`src/core/csl_pkg.sv`:
```
// Shared constants and types for the charger status and select logic
package csl_pkg;

  // ==========================================================
  // Clock and timing
  localparam int CLK_MHZ = 125;
  localparam int TICK_US = 1000;
  localparam int TICK_CYCLES = TICK_US * CLK_MHZ;
  localparam int unsigned SAFETY_TIMER_MS = 21600000;

  // ==========================================================
  // Current limits in mA
  localparam logic [10:0] WALL_LIMIT_MA = 11'h708;
  localparam logic [10:0] USB_LOW_LIMIT_MA = 11'h064;
  localparam logic [10:0] USB_HIGH_LIMIT_MA = 11'h1F4;

  // ==========================================================
  // Register byte offsets
  localparam logic [7:0] CTRL_OFS = 8'h00;
  localparam logic [7:0] STATUS_OFS = 8'h04;
  localparam logic [7:0] LIMIT_OFS = 8'h08;
  localparam logic [7:0] TIMER_OFS = 8'h0C;

  // CTRL fields
  localparam int CTRL_SHUTDOWN_BIT = 0;
  localparam int CTRL_TIMER_OFF_BIT = 1;
  localparam int CTRL_RESTART_BIT = 2;
  localparam logic [1:0] CTRL_RESET = 2'h0;

  // STATUS fields
  localparam int STATUS_POWER_GOOD_BIT = 4;
  localparam int STATUS_PIN_LSB = 5;
  localparam int STATUS_COND_LSB = 8;

  // LIMIT fields
  localparam int LIMIT_PROGRAM_BIT = 16;
  localparam int LIMIT_CHARGE_BIT = 17;
  localparam int LIMIT_PRECOND_BIT = 18;

  // ==========================================================
  // Positions of the condition inputs in the synchronised vector
  localparam int COND_ABOVE_UNDERVOLTAGE_LOCKOUT = 0;
  localparam int COND_ABOVE_BAT = 1;
  localparam int COND_BAT_PRESENT = 2;
  localparam int COND_THERMISTOR_SENSE_OK = 3;
  localparam int COND_BELOW_PRECOND = 4;
  localparam int COND_AT_REG_VOLT = 5;
  localparam int COND_TERMINATION = 6;
  localparam int COND_BELOW_RECHARGE = 7;
  localparam int COND_LOW_BATTERY = 8;
  localparam int COND_SOURCE_SEL = 9;
  localparam int COND_USB_LIMIT_SEL = 10;
  localparam int COND_TIMER_EN_N = 11;
  localparam int COND_PIN_A = 12;
  localparam int COND_PIN_B = 13;
  localparam int COND_PIN_PG = 14;
  localparam int COND_WIDTH = 15;
  localparam logic [14:0] COND_RESET = 15'h0000;

  // ==========================================================
  // Charge cycle states
  typedef enum logic [3:0] {
    st_no_input,
    st_shut_bat,
    st_shut_in,
    st_low_bat,
    st_no_bat,
    st_precond,
    st_const_current,
    st_const_voltage,
    st_complete,
    st_temp_fault,
    st_timer_fault
  } csl_state_t;

endpackage : csl_pkg

```
`src/core/csl_charger_top.sv`:
```
// Charger status, source select and safety timer with Wishbone registers
//
// Behaviour
// - Status pins only pull low or float; never drive high.
// - Charging phases: A low, B float, PG low; faults pull all low.
// - Charge complete standby: A float, B low, PG low.
// - Shut down on input or no battery: both indicators float, PG low.
// - No input or shut down on battery: all float; low battery: A only.
// - Source select low: USB input, limit from USB limit select.
// - Source select high: wall adapter, 1.8A cap, programmed charge current.
// - USB limit select low: 100 mA limit.
// - USB limit select high: 500 mA limit.
// - Power-good low when input above lockout and above battery.
// - Safety timer runs while its enable input is low.
// - Temperature fault stops charge, holds timer, resumes when in range.
// - Termination latches charge off and enters charge complete.
`timescale 1ns/1ps

module csl_charger_top #(
  parameter int TICK_CYCLES = csl_pkg::TICK_CYCLES,
  parameter int unsigned SAFETY_TIMER_MS = csl_pkg::SAFETY_TIMER_MS
) (
  input wire logic clk_sys_in, // 125 MHz system clock
  input wire logic reset_n_in, // Asynchronous reset, active low
  // Wishbone slave
  input wire logic wb_cyc_in, // Bus cycle
  input wire logic wb_stb_in, // Strobe
  input wire logic wb_we_in, // Write enable
  input wire logic [7:0] wb_adr_in, // Byte address
  input wire logic [3:0] wb_sel_in, // Byte selects
  input wire logic [31:0] wb_dat_in, // Write data
  output logic [31:0] wb_dat_out, // Read data
  output logic wb_ack_out, // Acknowledge
  // Analog comparator results and control pins
  input wire logic above_undervoltage_lockout_in, // Input above undervoltage_lockout
  input wire logic above_bat_in, // Input above battery voltage
  input wire logic battery_present_in, // Battery detected
  input wire logic thermistor_sense_ok_in, // Thermistor voltage in range
  input wire logic below_precond_in, // Battery below precondition level
  input wire logic at_reg_voltage_in, // Battery at regulation voltage
  input wire logic termination_in, // Charge current below termination
  input wire logic below_recharge_in, // Battery below recharge level
  input wire logic low_battery_in, // Battery low on battery supply
  input wire logic source_select_in, // High wall adapter, low USB
  input wire logic usb_limit_select_in, // High 500 mA, low 100 mA
  input wire logic safety_timer_enable_n_in, // Low enables timer
  // Open-drain status pins
  input wire logic charge_indicator_a_in, // Pin level A
  output logic charge_indicator_a_out, // Drive value A
  output logic charge_indicator_a_oe_out, // Pull A low
  input wire logic charge_indicator_b_in, // Pin level B
  output logic charge_indicator_b_out, // Drive value B
  output logic charge_indicator_b_oe_out, // Pull B low
  input wire logic input_power_good_n_in, // Pin level power-good
  output logic input_power_good_n_out, // Drive value power-good
  output logic input_power_good_n_oe_out, // Pull power-good low
  // Charge path controls
  output logic [10:0] input_limit_ma_out, // Input current cap in mA
  output logic fast_charge_program_out, // Programmed charge current applies
  output logic charge_enable_out, // Pass transistor on
  output logic precond_current_out // Reduced preconditioning current
);

  // ==========================================================
  // Reset release
  logic rst_meta_ff;
  logic rst_n_ff;

  always_ff @(posedge clk_sys_in or negedge reset_n_in) begin
    if (!reset_n_in) begin
      rst_meta_ff <= 1'b0;
      rst_n_ff <= 1'b0;
    end else begin
      rst_meta_ff <= 1'b1;
      rst_n_ff <= rst_meta_ff;
    end
  end

  // ==========================================================
  // Input synchronisation
  logic [csl_pkg::COND_WIDTH-1:0] cond_raw;
  logic [csl_pkg::COND_WIDTH-1:0] cond;

  assign cond_raw = {
    input_power_good_n_in, charge_indicator_b_in, charge_indicator_a_in,
    safety_timer_enable_n_in, usb_limit_select_in, source_select_in,
    low_battery_in, below_recharge_in, termination_in, at_reg_voltage_in,
    below_precond_in, thermistor_sense_ok_in, battery_present_in,
    above_bat_in, above_undervoltage_lockout_in
  };

  csl_pin_sync #(
    .WIDTH(csl_pkg::COND_WIDTH),
    .RESET_VAL(csl_pkg::COND_RESET)
  ) u_sync (
    .clk_sys_in(clk_sys_in),
    .reset_n_in(rst_n_ff),
    .pin_in(cond_raw),
    .level_out(cond)
  );

  wire power_good = cond[csl_pkg::COND_ABOVE_UNDERVOLTAGE_LOCKOUT] & cond[csl_pkg::COND_ABOVE_BAT];
  wire thermistor_sense_ok = cond[csl_pkg::COND_THERMISTOR_SENSE_OK];
  wire bat_present = cond[csl_pkg::COND_BAT_PRESENT];
  wire use_wall = cond[csl_pkg::COND_SOURCE_SEL];

  // ==========================================================
  // Control register
  logic [1:0] ctrl_ff;
  logic restart_ff;
  logic ack_ff;
  logic [31:0] rdata_ff;

  wire shutdown_req = ctrl_ff[csl_pkg::CTRL_SHUTDOWN_BIT];
  wire timer_sw_off = ctrl_ff[csl_pkg::CTRL_TIMER_OFF_BIT];

  // ==========================================================
  // Millisecond tick divider
  logic [16:0] tick_cnt_ff;
  logic tick_ff;

  wire tick_wrap = (tick_cnt_ff == 17'(TICK_CYCLES - 1));

  always_ff @(posedge clk_sys_in or negedge rst_n_ff) begin
    if (!rst_n_ff) begin
      tick_cnt_ff <= 17'h00000;
      tick_ff <= 1'b0;
    end else begin
      tick_cnt_ff <= tick_wrap ? 17'h00000 : tick_cnt_ff + 17'h00001;
      tick_ff <= tick_wrap;
    end
  end

  // ==========================================================
  // Charge state machine
  csl_pkg::csl_state_t state_ff;
  csl_pkg::csl_state_t nxt_state;
  logic [31:0] timer_ms_ff;

  // Phase to charge in, picked from the battery voltage
  function automatic csl_pkg::csl_state_t charge_phase(input logic [14:0] c);
    if (c[csl_pkg::COND_BELOW_PRECOND]) begin
      charge_phase = csl_pkg::st_precond;
    end else if (c[csl_pkg::COND_AT_REG_VOLT]) begin
      charge_phase = csl_pkg::st_const_voltage;
    end else begin
      charge_phase = csl_pkg::st_const_current;
    end
  endfunction : charge_phase

  function automatic logic is_charging(input csl_pkg::csl_state_t s);
    is_charging = (s == csl_pkg::st_precond) || (s == csl_pkg::st_const_current)
               || (s == csl_pkg::st_const_voltage);
  endfunction : is_charging

  wire timer_expired = (timer_ms_ff >= 32'(SAFETY_TIMER_MS));
  wire idle_state = !is_charging(state_ff) && (state_ff != csl_pkg::st_complete)
                 && (state_ff != csl_pkg::st_temp_fault)
                 && (state_ff != csl_pkg::st_timer_fault);

  always_comb begin
    nxt_state = state_ff;
    if (!power_good) begin
      if (shutdown_req) begin
        nxt_state = csl_pkg::st_shut_bat;
      end else if (cond[csl_pkg::COND_LOW_BATTERY]) begin
        nxt_state = csl_pkg::st_low_bat;
      end else begin
        nxt_state = csl_pkg::st_no_input;
      end
    end else if (shutdown_req) begin
      nxt_state = csl_pkg::st_shut_in;
    end else if (!bat_present) begin
      nxt_state = csl_pkg::st_no_bat;
    end else begin
      case (state_ff)
        csl_pkg::st_precond,
        csl_pkg::st_const_current,
        csl_pkg::st_const_voltage: begin
          if (!thermistor_sense_ok) begin
            nxt_state = csl_pkg::st_temp_fault;
          end else if (timer_expired) begin
            nxt_state = csl_pkg::st_timer_fault;
          end else if (cond[csl_pkg::COND_AT_REG_VOLT] && cond[csl_pkg::COND_TERMINATION]) begin
            nxt_state = csl_pkg::st_complete;
          end else begin
            nxt_state = charge_phase(cond);
          end
        end
        csl_pkg::st_temp_fault: begin
          if (thermistor_sense_ok) begin
            nxt_state = charge_phase(cond);
          end
        end
        csl_pkg::st_complete: begin
          if (cond[csl_pkg::COND_BELOW_RECHARGE]) begin
            nxt_state = charge_phase(cond);
          end
        end
        csl_pkg::st_timer_fault: begin
          // Latched until software restarts or shuts down, the input drops or the battery is removed
          if (restart_ff) begin
            nxt_state = charge_phase(cond);
          end
        end
        default: begin
          nxt_state = thermistor_sense_ok ? charge_phase(cond) : csl_pkg::st_temp_fault;
        end
      endcase
    end
  end

  always_ff @(posedge clk_sys_in or negedge rst_n_ff) begin
    if (!rst_n_ff) begin
      state_ff <= csl_pkg::st_no_input;
    end else begin
      state_ff <= nxt_state;
    end
  end

  // ==========================================================
  // Safety timer
  // A fresh cycle clears it; a temperature fault only pauses it.
  wire new_cycle = is_charging(nxt_state) && (idle_state
                || (state_ff == csl_pkg::st_complete)
                || (state_ff == csl_pkg::st_timer_fault));
  // count only while enable input is low
  wire timer_run = is_charging(state_ff) && !cond[csl_pkg::COND_TIMER_EN_N]
                && !timer_sw_off && tick_ff && !timer_expired;

  always_ff @(posedge clk_sys_in or negedge rst_n_ff) begin
    if (!rst_n_ff) begin
      timer_ms_ff <= 32'h00000000;
    end else if (new_cycle) begin
      timer_ms_ff <= 32'h00000000;
    end else if (timer_run) begin
      timer_ms_ff <= timer_ms_ff + 32'h00000001;
    end
  end

  // ==========================================================
  // Source selection and charge path
  // USB limit chosen by the select input
  wire [10:0] usb_limit = cond[csl_pkg::COND_USB_LIMIT_SEL] ? csl_pkg::USB_HIGH_LIMIT_MA
                                                           : csl_pkg::USB_LOW_LIMIT_MA;
  // wall adapter caps at 1.8A, else USB limit
  wire [10:0] nxt_limit = use_wall ? csl_pkg::WALL_LIMIT_MA : usb_limit;
  wire nxt_charge_en = is_charging(state_ff);

  always_ff @(posedge clk_sys_in or negedge rst_n_ff) begin
    if (!rst_n_ff) begin
      input_limit_ma_out <= csl_pkg::USB_LOW_LIMIT_MA;
      fast_charge_program_out <= 1'b0;
      charge_enable_out <= 1'b0;
      precond_current_out <= 1'b0;
    end else begin
      input_limit_ma_out <= nxt_limit;
      fast_charge_program_out <= use_wall;
      charge_enable_out <= nxt_charge_en;
      precond_current_out <= (state_ff == csl_pkg::st_precond);
    end
  end

  // ==========================================================
  // Status pins
  logic pull_a;
  logic pull_b;
  logic pull_pg;

  csl_status_enc u_enc (
    .state_in(state_ff),
    .pull_a_out(pull_a),
    .pull_b_out(pull_b),
    .pull_pg_out(pull_pg)
  );

  // drive value is always low; only enable toggles
  // a high level relies on external pull-ups
  assign charge_indicator_a_out = 1'b0;
  assign charge_indicator_b_out = 1'b0;
  assign input_power_good_n_out = 1'b0;
  assign charge_indicator_a_oe_out = pull_a;
  assign charge_indicator_b_oe_out = pull_b;
  // power-good pulled only with valid input
  assign input_power_good_n_oe_out = pull_pg & power_good;

  // ==========================================================
  // Wishbone slave
  wire bus_req = wb_cyc_in & wb_stb_in & ~ack_ff;
  // Writes land on the edge at which the master samples ack high
  wire bus_wr = wb_cyc_in & wb_stb_in & wb_we_in & ack_ff;
  wire sel_ctrl = (wb_adr_in == csl_pkg::CTRL_OFS);
  wire ctrl_wr = bus_wr & sel_ctrl & wb_sel_in[0];

  wire [31:0] status_word = {
    12'h000, cond[csl_pkg::COND_TIMER_EN_N:csl_pkg::COND_ABOVE_UNDERVOLTAGE_LOCKOUT],
    cond[csl_pkg::COND_PIN_PG], cond[csl_pkg::COND_PIN_B], cond[csl_pkg::COND_PIN_A],
    power_good, 4'(state_ff)
  };
  wire [31:0] limit_word = {
    13'h0000, precond_current_out, charge_enable_out, fast_charge_program_out,
    5'h00, input_limit_ma_out
  };

  // Unmapped addresses still acknowledge and read as zero
  wire [31:0] nxt_rdata =
    sel_ctrl ? {30'h00000000, ctrl_ff} :
    (wb_adr_in == csl_pkg::STATUS_OFS) ? status_word :
    (wb_adr_in == csl_pkg::LIMIT_OFS) ? limit_word :
    (wb_adr_in == csl_pkg::TIMER_OFS) ? timer_ms_ff : 32'h00000000;

  always_ff @(posedge clk_sys_in or negedge rst_n_ff) begin
    if (!rst_n_ff) begin
      ack_ff <= 1'b0;
      rdata_ff <= 32'h00000000;
    end else begin
      ack_ff <= bus_req;
      if (bus_req) begin
        rdata_ff <= nxt_rdata;
      end
    end
  end

  always_ff @(posedge clk_sys_in or negedge rst_n_ff) begin
    if (!rst_n_ff) begin
      ctrl_ff <= csl_pkg::CTRL_RESET;
      restart_ff <= 1'b0;
    end else begin
      restart_ff <= ctrl_wr & wb_dat_in[csl_pkg::CTRL_RESTART_BIT];
      if (ctrl_wr) begin
        ctrl_ff <= wb_dat_in[1:0];
      end
    end
  end

  assign wb_ack_out = ack_ff;
  assign wb_dat_out = rdata_ff;

endmodule : csl_charger_top

```
`src/core/csl_pin_sync.sv`:
```
// Three-stage synchroniser with agreement filter for pin inputs
`timescale 1ns/1ps

module csl_pin_sync #(
  parameter int WIDTH = 1,
  parameter logic [WIDTH-1:0] RESET_VAL = '0
) (
  input wire logic clk_sys_in, // System clock
  input wire logic reset_n_in, // Synchronised reset, active low
  input wire logic [WIDTH-1:0] pin_in, // Raw pin levels
  output logic [WIDTH-1:0] level_out // Filtered levels
);

  logic [WIDTH-1:0] stage1_ff;
  logic [WIDTH-1:0] stage2_ff;
  logic [WIDTH-1:0] stage3_ff;
  logic [WIDTH-1:0] level_ff;
  logic [WIDTH-1:0] nxt_level;

  // ==========================================================
  // Stages; only the second stage reads the first
  always_ff @(posedge clk_sys_in or negedge reset_n_in) begin
    if (!reset_n_in) begin
      stage1_ff <= RESET_VAL;
      stage2_ff <= RESET_VAL;
      stage3_ff <= RESET_VAL;
      level_ff <= RESET_VAL;
    end else begin
      stage1_ff <= pin_in;
      stage2_ff <= stage1_ff;
      stage3_ff <= stage2_ff;
      level_ff <= nxt_level;
    end
  end

  // A bit changes only once stages two and three agree
  assign nxt_level = (stage2_ff & ~(stage2_ff ^ stage3_ff)) | (level_ff & (stage2_ff ^ stage3_ff));
  assign level_out = level_ff;

endmodule : csl_pin_sync

```
`src/core/csl_status_enc.sv`:
```
// Status encoder: charge state to open-drain pull-down enables
`timescale 1ns/1ps

module csl_status_enc (
  input csl_pkg::csl_state_t state_in, // Current charge state
  output logic pull_a_out, // Pull indicator A low
  output logic pull_b_out, // Pull indicator B low
  output logic pull_pg_out // Pull power-good low
);

  logic [2:0] pulls;

  // ==========================================================
  // Pull pattern {a, b, pg}; a zero bit leaves the pin floating
  always_comb begin
    case (state_in)
      csl_pkg::st_precond,
      csl_pkg::st_const_current,
      csl_pkg::st_const_voltage: pulls = 3'h5;
      csl_pkg::st_temp_fault,
      csl_pkg::st_timer_fault: pulls = 3'h7;
      csl_pkg::st_complete: pulls = 3'h3;
      // shut down on input or no battery
      csl_pkg::st_shut_in,
      csl_pkg::st_no_bat: pulls = 3'h1;
      csl_pkg::st_low_bat: pulls = 3'h4;
      // no input, or shut down on battery
      csl_pkg::st_no_input,
      csl_pkg::st_shut_bat: pulls = 3'h0;
      default: pulls = 3'h0;
    endcase
  end

  assign pull_a_out = pulls[2];
  assign pull_b_out = pulls[1];
  assign pull_pg_out = pulls[0];

endmodule : csl_status_enc

```
`config.mk`:
```
export PLATFORM = sky130hd
export DESIGN_NAME = csl_charger_top
export DESIGN_NICKNAME = d
export VERILOG_FILES = /design/src/core/csl_pkg.sv /design/src/core/csl_charger_top.sv /design/src/core/csl_pin_sync.sv /design/src/core/csl_status_enc.sv
export SDC_FILE = /design/constraint.sdc
export NUM_CORES = 1
export LEC_CHECK = 0
export BUFFER_PORTS_ARGS = -buffer_cell sky130_fd_sc_hd__clkbuf_2
export CAP_MARGIN = 20
export CORE_MARGIN = 5
export CORE_UTILIZATION = 54
export DETAILED_ROUTE_END_ITERATION = 6
export PLACE_DENSITY = 0.81
export RECOVER_POWER = 25
export SYNTH_ARGS = -nofsm -noshare
export SYNTH_HDL_FRONTEND = slang
export SYNTH_SLANG_ARGS = --single-unit
```
`constraint.sdc`:
```
create_clock -name clk_sys_in -period 12.4 [get_ports clk_sys_in]
set_input_delay 1.24 -clock clk_sys_in [delete_from_list [all_inputs] [get_ports clk_sys_in]]
set_output_delay 1.24 -clock clk_sys_in [all_outputs]
set_load 0.02 [all_outputs]
```
Word-level counts from Yosys, hierarchy flattened
Memories as Yosys holds them, arrays and structs flattened.
Cells that the tools add are included.
Widths: inputs -> output; s select.
- memories kept: 1
- input port bits: 64
- flip-flop bits (word level): 166
- output and inout port bits: 53
- ROM bits: 48
- memories (memory ; depth ; bits a word ; read ports ; clocked after Yosys merged registers in ; write ports ; RTL line ; source):
    (name not given) ; 16 ; 3 ; 1 ; 0 ; 0 ; csl_status_enc.sv:16 ; case (state_in)
- add/subtract/negate cells: 2
- multiplexer cells: 24
- equal/unequal tests: 16
- $lt $le $gt $ge: 1
- reduce and logical (&&, ||, !) cells: 22
- bitwise gates (word level): 15
- operators by type and width (operator ; number):
    $mux 32 ; 6
    $mux 4 ; 11
    $add 32x1->32 const B ; 1
    $ge 32x25->1 const B ; 1
    $and 15x15->15 ; 2
    $eq 4x3->1 const B ; 6
    $add 17x1->17 const B ; 1
    $eq 17x17->1 const B ; 1
    $mux 17 ; 1
    $eq 8x4->1 const B ; 2
    $pmux 4 s4 ; 1
    $not 15->15 ; 1
    $or 15x15->15 ; 1
    $xor 15x15->15 ; 1
    $eq 4x4->1 const B ; 3
    $ne 4x4->1 const B ; 3
    $mux 11 ; 1
    $and 1x1->1 ; 9
    $logic_and 1x1->1 ; 9
    $mux 9 ; 1
    $eq 8x3->1 const B ; 1
    $logic_not 8->1 ; 1
    $logic_or 1x1->1 ; 6
    $logic_not 1->1 ; 4
    5 further kinds ; 6

Longest topological paths before layout
Gate-level depths: netlist (run 1).
- depth after elaboration: 14
- depth in mapped cells: 9
- mapped depth without buffers: 8

By module
Synthesis (run 1) repeated with hierarchy kept, for this count alone.
- cell total of the unflattened synthesis: 586
- area, all modules: 6726.5 um^2
- by module, submodules not included (module ; area each (um^2) ; cells an instance ; instances):
    csl_charger_top ; 4964.8 ; 500 ; 1
    csl_pin_sync ; 1670.4 ; 75 ; 1
    csl_status_enc ; 91.3 ; 11 ; 1

Worst setup path after synthesis (run 1)
No wires, ideal clock.
- path kind: input to register
- from: input port wb_adr_in[5]
- to: register ctrl_ff[0]
- slack: 9.653 ns
- buffers on the path: 0
- stages on the path: 4
- required time: 12.275 ns
- arrival: 2.622 ns
- library setup time: 0.125 ns
- path through: nor4_1 -> nand2_1 -> or4_1 -> mux2_2
- word-level cells in the longest chain between the ends: 3
- RTL lines (what ; RTL line ; source):
    start, declared ; csl_charger_top.sv:29 ; input wire logic [7:0] wb_adr_in,
    $logic_not 8->1 ; csl_charger_top.sv:292 ; wire sel_ctrl = (wb_adr_in == csl_pkg::CTRL_OFS);
    $and 1x1->1 (2 in series) ; csl_charger_top.sv:293 ; wire ctrl_wr = bus_wr & sel_ctrl & wb_sel_in[0];
    end signal, assigned ; csl_charger_top.sv:326 ; ctrl_ff <= csl_pkg::CTRL_RESET;
    end signal, assigned ; csl_charger_top.sv:331 ; ctrl_ff <= wb_dat_in[1:0];
    end, declared ; csl_charger_top.sv:109 ; logic [1:0] ctrl_ff;
Every way passes these cells.
A chain may end at the register's enable or synchronous reset.

Worst setup path after layout (run 1)
- from: register state_ff[2]
- to: output port input_power_good_n_oe_out
- word-level cells in the longest chain between the ends: 2
- RTL lines (what ; RTL line ; source):
    start, declared ; csl_charger_top.sv:136 ; csl_pkg::csl_state_t state_ff;
    start signal, assigned ; csl_charger_top.sv:215 ; state_ff <= csl_pkg::st_no_input;
    start signal, assigned ; csl_charger_top.sv:217 ; state_ff <= nxt_state;
    $mem_v2 16x3 ; - ;
    $and 1x1->1 ; csl_charger_top.sv:285 ; assign input_power_good_n_oe_out = pull_pg & power_good;
    end, declared ; csl_charger_top.sv:56 ; output logic input_power_good_n_oe_out,
Every way passes these cells.

==> impl_metrics.py, run 1 <==
metrics = {
    "status": {
        "outcome": "complete, but fails checks",
        "violations": "max-capacitance violations, max-slew violations",
    },
    "clocking": {
        "cts.sinks": 158,
        "cts.clk_slew.worst_paths_ps": 60,
        "cts_buffers": 17,
        "htreeDepth": 4,
        "ctsHoldBuffers": 0,
        "clk_latency_ps": 430,
        "cts_buffer_depth": 2,
        "cts_resized": 0,
        "postCtsSetupBuffers": 0,
        "cts_tree": "built",
        "cts_root_buffer": "clkbuf_16",
    },
    "yosys": {
        "synth_enable_flop_cells": 0,
        "synth_top_cell_by_area": "dfrtp_1",
        "synth_fa_ha_area_frac": 0.0355,
        "ys_seq_elements": 158,
        "synth_mux_area_frac": 0.0205,
        "synth.area.top_cells": "dfrtp_1 59%, nand2_1 3.2%, o21ai_0 2.5%, xor2_1 2.5%, a21oi_1 2.5%",
        "syn_area_um2": 6700,
        "synth_top_family_by_area": "simple AND/OR/NAND/NOR gates",
        "synth-main-ff-cell": "dfrtp_1",
        "synth_compound_area_frac": 0.119,
        "synthCells": 595,
        "yosys_warnings": 0,
        "synthXorXnorAreaFrac": 0.0471,
        "synth.distinct_cells": 61,
        "synth_area_per_cell_um2": 11.3,
        "yosysSeqAreaShare": 0.590,
        "synth_top_cell_area_share": 0.586,
        "synthArstFlopShare": 1.00,
        "synth_simple_gate_area_frac": 0.155,
    },
    "timing": {
        "fin_tns_setup_ps": 0,
        "finClkSkew_ps": 6.47,
        "max-slew-margin-rel": -0.914,
        "whs_ps": 350,
        "slew_viol_final": 80,
        "worst_pin_slew_ps": 2870,
        "period_share": 0.247,
        "setup_viol": 0,
        "hold_viol": 0,
        "fmax_ghz": 0.326,
        "rsz0062_at_grt": "false",
        "finalWorstSetupSlack_ps": 9340,
        "fin_crit_ps": 3060,
    },
    "die": {
        "core.rowCount": 40,
        "die_width_um": 121,
        "fp.coreArea_um2": 12100,
        "dieArea_um2": 14700,
        "ios": 117,
        "die_h_um": 121,
        "start_util": 0.553,
    },
    "drt": {
        "viasPerCell": 5.68,
        "routed_wl_um": 14300,
        "ant_nets": 0,
        "routedWlPerCell_um": 16.8,
        "drc": 0,
        "firstDrtPassIters": 5,
        "vias": 4824,
        "drtIter0Drc": 290,
    },
    "grt": {
        "grt_overflow": 0,
        "grt_start_max_net_pins": 80,
        "grtUsageTotal": 0.207,
        "grt_pass1_vias": 4789,
        "antenna_found_initial": 0,
        "grt_pass1_wl_um": 23900,
    },
    "layout": {
        "drive_gt1_frac": 0.195,
        "nNetsFinal": 739,
        "area_growth_pct": 16.4,
        "diodes": 0,
        "nFillCells": 975,
        "final_cells": 849,
        "utilization": 0.644,
    },
    "job": {
        "maxCapViolCount": 1,
    },
    "setup_path": {
        "crit_type": "flop to output pin",
        "arrival_ps": 1820,
        "end_kind": "output pin",
        "crit_required_ps": 11160,
        "start_kind": "flop",
        "cp_max_fo": 11,
    },
    "placement": {
        "port_buffers": 79,
        "gp_congestion": 0.846,
        "pre_cts_slack_ps": 9310,
        "placedCellCount": 816,
        "dpl.hpwl_um": 9910,
    },
    "power_and_ir_drop": {
        "netSwitchingPower_w": 0.000287,
        "switching_share": 0.244,
        "p_seq_frac": 0.470,
        "p_int_w": 0.000887,
        "clkPwrFrac": 0.452,
        "vdd_drop_max_uv": 127,
        "combinationalPowerShare": 0.077,
        "power_density_nw_per_um2": 151,
        "p_leak_nw": 3.59,
    },
    "worst_hold_path": {
        "holdCritPathClass": "flop to flop",
    },
}
## stage by stage
| step | instance area (um^2) | total power (W) |
|---|---|---|
| floorplan | 6720 | 0.000625 |
| global placement | 7170 | 0.000648 |
| detailed placement | 7170 | 0.000651 |
| CTS | 7780 | 0.00118 |
| global route | 7800 | 0.00122 |
| finish | 7800 | 0.00117 |
## path summary, 6_finish.rpt
check,start,endpoint,slack [ps],cells past startpoint
min reg2reg,rst_meta_ff,rst_n_ff,350,0
max,state_ff[2],input_power_good_n_oe_out,9340,4
min in group asynchronous,reset_n_in,rst_meta_ff,590,1
max reg2reg,rst_n_ff,input_limit_ma_out[6],9380,2
max in group asynchronous,rst_n_ff,input_limit_ma_out[6],9380,2
min,rst_meta_ff,rst_n_ff,350,0
## power groups by stage
stage | Clock (W) | Sequential [W] | Combinational, W
floorplan | 0 | 0.000562 | 0.0000636
global placement | 0 | 0.000560 | 0.0000871
detailed placement | 0 | 0.000562 | 0.0000896
CTS | 0.000540 | 0.000553 | 0.0000899
global route | 0.000564 | 0.000555 | 0.0000999
finish | 0.000531 | 0.000552 | 0.0000910
## state kept, by name, summed over array words and instances, names as in the netlist, named ones only
register / flops
restart_ff: 1
charge_enable_out: 1
state_ff: 4
precond_current_out: 1
wb_dat_out: 32
tick_ff: 1
u_sync.stage1_ff: 15
input_limit_ma_out: 4
rst_n_ff: 1
ctrl_ff: 2
timer_ms_ff: 32
u_sync.stage2_ff: 15
rst_meta_ff: 1
wb_ack_out: 1
u_sync.stage3_ff: 15
tick_cnt_ff: 17
## cell type report
| cell class | instances | area (um^2) | share of cell area |
|---|---|---|---|
| timing repair buffer | 83 | 443 | 0.0568 |
| tap | 168 | 210 | 0.0270 |
| sequential | 158 | 3960 | 0.507 |
| clock buffer | 19 | 443 | 0.0568 |
| clock inverter | 13 | 164 | 0.0210 |
| inverter | 9 | 33.8 | 0.00433 |
| multi-input combinational | 399 | 2550 | 0.327 |
## cells by family after synthesis
kind of cell    Yosys count
flops                   158
simple gates            200
other cells               2
buf+inv                  42
fa+ha+maj                22
xor+xnor                 36
compound gates          122
mux                      13
## Yosys cell counts, drive strengths merged (2+ instances only)
library cell    n
dfrtp         157
nand2          58
nor2           39
o21ai          34
a21oi          33
buf            21
nand3          21
xor2           19
xnor2          17
maj3           15
nand4          15
nor3           13
a22o           12
clkbuf         12
and2           11
a22oi          10
and3           10
nor4           10
inv             9
a21boi          7
ha              7
mux2i           7
mux2            6
nand2b          6
nor2b           6
a211oi          4
o22ai           4
o211ai          3
o31ai           3
and4            2
conb            2
or2             2
or4             2
## metal layers
layer / track usage / wire length [um]
met2: 0.347 / 7280
met5: 0 / 0
met3: 0.0508 / 626
met1: 0.260 / 6080
met4: 0.0742 / 325
## worst max-delay path, cell delays in order (launching register included)
cell      delay, ps
dfrtp_1         490
nand2b_1        370
o22ai_1         230
and2_1          140
clkbuf_2        180
## cell usage in the layout (no fill, tap or decap), types with 4 or more instances in the layout
cell type  count
mux2i_1        7
nand3_1       21
nand2b_1       5
a21boi_1       5
and2_1         8
nor2b_1        6
nand4_1       14
a21oi_1       33
maj3_1        15
inv_1          9
o22ai_1        4
dfrtp_1      157
nor2_1        39
conb_1         6
clkbuf_16     17
clkbuf_2      77
nand2_1       58
nor3_1        12
o21ai_0       34
xor2_1        19
ha_1           7
a22o_1        12
and3_1        10
mux2_2         6
xnor2_1       17
nor4_1         8
a22oi_1       10
No activity file was read; power rests on OpenSTA's default activity.
==> run 2, diff against run 1 <==
--- a/config.mk
+++ b/config.mk
@@ -5,12 +5,13 @@
 export SDC_FILE = /design/constraint.sdc
 export NUM_CORES = 1
 export LEC_CHECK = 0
+export ABC_AREA = 1
 export BUFFER_PORTS_ARGS = -buffer_cell sky130_fd_sc_hd__clkbuf_2
 export CAP_MARGIN = 20
 export CORE_MARGIN = 5
-export CORE_UTILIZATION = 54
+export CORE_UTILIZATION = 51
 export DETAILED_ROUTE_END_ITERATION = 6
-export PLACE_DENSITY = 0.81
+export PLACE_DENSITY = 0.8
 export RECOVER_POWER = 25
 export SYNTH_ARGS = -nofsm -noshare
 export SYNTH_HDL_FRONTEND = slang
==> constraint.sdc (replaced) <==
create_clock -name clk_sys_in -period 2.45 [get_ports clk_sys_in]
set_input_delay 0.245 -clock clk_sys_in [delete_from_list [all_inputs] [get_ports clk_sys_in]]
set_output_delay 0.245 -clock clk_sys_in [all_outputs]
set_load 0.02 [all_outputs]
==> run 2 against run 1 <==
- the run still ends with max-capacitance violations, max-slew violations left
- sequential power rose to 5.0 times the previous value
- combinational power rose to 3.5 times the previous value
- worst hold slack got worse by 310 ps
- area after synthesis rose by 7.2%
- critical path depth rose by 10
- global-route usage rose by 0.43 points
- first-iteration DRC count rose by 68%
- cell count rose by 25%
- clock power rose to 4.6 times the previous value
- sequential share of layout area fell by 4.3 points
- register-to-register slack got worse by 9200 ps
- die area rose by 12%
- largest power group unchanged
==> impl_metrics.py, run 2 <==
metrics = {
    "yosys": {
        "synthArstFlopShare": 1.00,
        "syn_area_um2": 7190,
        "synth.area.top_cells": "dfrtp_1 55%, nand2_1 7.2%, inv_1 4.8%, a21oi_2 3.8%, nor2_1 3.4%",
        "synth_enable_flop_cells": 0,
        "synth.distinct_cells": 43,
        "synth_top_cell_by_area": "dfrtp_1",
        "synth-main-ff-cell": "dfrtp_1",
        "ys_seq_elements": 158,
        "yosys_warnings": 0,
        "synthTopCellsByCount": "157 x dfrtp_1, 137 x nand2_1, 92 x inv_1",
        "synthCells": 766,
        "yosysSeqAreaShare": 0.550,
        "synth_area_per_cell_um2": 9.38,
        "synth_top_cell_area_share": 0.547,
        "yosys.cell_count.top_type": "dfrtp_1",
    },
    "worst_hold_path": {
        "hold_start": "wb_dat_in[2]",
        "hold_end": "restart_ff",
        "holdCritPathClass": "primary input to flop",
        "holdPathStages": 3,
    },
    "clocking": {
        "cts_buffers": 17,
        "clk_latency_ps": 420,
        "htreeDepth": 4,
        "cts_buffer_depth": 2,
        "cts.clk_slew.worst_paths_ps": 60,
        "cts.sinks": 158,
        "cts_tree": "built",
        "cts_root_buffer": "clkbuf_16",
    },
    "power_and_ir_drop": {
        "p_int_w": 0.00419,
        "power_density_nw_per_um2": 650,
        "vdd_drop_max_uv": 598,
        "clkPwrFrac": 0.441,
        "switching_share": 0.243,
        "combinationalPowerShare": 0.057,
        "p_leak_nw": 4.02,
        "netSwitchingPower_w": 0.00134,
        "power_w": 0.00553,
        "p_seq_frac": 0.502,
    },
    "grt": {
        "grt_pass1_vias": 5612,
        "antenna_found_initial": 0,
        "grt_start_max_net_pins": 64,
        "grtUsageTotal": 0.211,
        "grt_pass1_wl_um": 27600,
        "grt_overflow": 0,
    },
    "layout": {
        "diodes": 0,
        "area_growth_pct": 18.5,
        "nNetsFinal": 940,
        "final_common_cell": "dfrtp_1",
        "drive_gt1_frac": 0.210,
        "nFillCells": 1112,
        "final_cell_mix": "156 x dfrtp_1, 136 x nand2_1, 91 x inv_1, 75 x clkbuf_2, 65 x nor2_1",
    },
    "drt": {
        "drc": 0,
        "routed_wl_um": 16500,
        "vias": 5689,
        "ant_nets": 0,
        "firstDrtPassIters": 5,
        "routedWlPerCell_um": 15.6,
        "drtIter0Drc": 487,
        "viasPerCell": 5.36,
    },
    "placement": {
        "dpl.hpwl_um": 11700,
        "port_buffers": 79,
        "pre_cts_slack_ps": 117,
        "gp_congestion": 0.946,
    },
    "setup_path": {
        "cp_max_fo": 9,
        "start_kind": "flop",
        "crit_required_ps": 2750,
        "crit_type": "flop to flop",
        "end_kind": "flop",
        "reg2regPathDepth": 14,
        "timing.rr.end": "timer_ms_ff[19]",
        "ff2ff_setup_slack_ps": 180,
        "arrival_ps": 2570,
        "r2r-start": "state_ff[0]",
    },
    "timing": {
        "fin_crit_ps": 2270,
        "fin_tns_setup_ps": 0,
        "finalWorstSetupSlack_ps": 183,
        "setup_viol": 0,
        "hold_viol": 0,
        "slew_viol_final": 39,
        "period_share": 0.925,
        "worst_pin_slew_ps": 1590,
        "whs_ps": 38.5,
        "max-slew-margin-rel": -0.0595,
        "fmax_ghz": 0.441,
        "finClkSkew_ps": 11.9,
    },
    "job": {
        "maxCapViolCount": 1,
    },
    "die": {
        "die_h_um": 129,
        "dieArea_um2": 16600,
        "die_width_um": 129,
        "ios": 117,
        "core.rowCount": 43,
        "start_util": 0.520,
        "fp.coreArea_um2": 13800,
    },
    "status": {
        "outcome": "complete, but fails checks",
        "violations": "max-capacitance violations, max-slew violations",
    },
}
-- run 2: per-layer routing --
metal / track usage / share of wire
met1: 0.269 / 0.41
met2: 0.350 / 0.50
met3: 0.0494 / 0.064
met4: 0.0815 / 0.023
met5: 0 / 0
-- run 2: worst max-delay path by stage --
stage / from / to
floorplan: state_ff[0] / timer_ms_ff[17]
global placement: state_ff[1] / timer_ms_ff[7]
detailed placement: state_ff[1] / timer_ms_ff[19]
CTS: state_ff[1] / timer_ms_ff[19]
global route: state_ff[0] / timer_ms_ff[15]
finish: state_ff[0] / timer_ms_ff[19]
-- run 2: area by class of cell --
type / instances / area [um^2] / share of cell area
tap: 180 / 225 / 0.0264
clock buffer: 22 / 474 / 0.0557
inverter: 99 / 372 / 0.0436
multi-input combinational: 476 / 2640 / 0.310
clock inverter: 10 / 80.1 / 0.00940
sequential: 158 / 3960 / 0.465
timing repair buffer: 117 / 766 / 0.0899
-- run 2: stage by stage --
stage / util / cell area, um^2 / instances
after floorplan: - / 7200 / 770
after global placement: 0.561 / 7750 / 1008
after detailed placement: 0.561 / 7750 / 1008
after CTS: 0.612 / 8470 / 1056
after global routing: 0.616 / 8520 / 1062
final: 0.616 / 8520 / 1062
-- run 2: cells by family (layout without fill, tap and decap cells) --
group,after synthesis,in the layout,share of synthesized area
and+or+nand+nor,289,289,0.179
DFF,158,158,0.550
AOI/OAI and AO/OA,138,138,0.124
buffers and inverters,136,248,0.0862
adders and majority gates,22,22,0.0331
xor gates and xnor gates,20,20,0.0244
other,2,6,0.00105
muxes,1,1,0.00157
-- run 2: worst max-delay path, stage by stage (launching register included) --
cell	delay, ps
dfrtp_1	390
buf_4	140
ha_1	180
inv_1	80
a31oi_4	230
inv_2	100
nand3_4	90
o21ai_1	70
nor2_1	100
nand2_1	60
nand2_1	90
nand2_2	90
nor2_8	220
buf_4	230
a21oi_2	70
-- run 2: timing repair --
| action | in CTS | in global routing |
|---|---|---|
| hold endpoints to repair | 17 | 0 |
| endpoints found under the setup margin | 0 | 31 |
| hold buffers | 16 | 0 |
| buffers inserted | 0 | 6 |
| gates resized for setup | 0 | 5 |
-- run 2: power groups by stage --
stage          Combinational, W  Sequential, W  Clock [W]
3_5_place_dp           0.000292        0.00282          0
6_report               0.000317        0.00278    0.00244
4_1_cts                0.000315        0.00278    0.00246
5_1_grt                0.000353        0.00279    0.00260
3_3_place_gp           0.000284        0.00282          0
2_1_floorplan          0.000183        0.00283          0
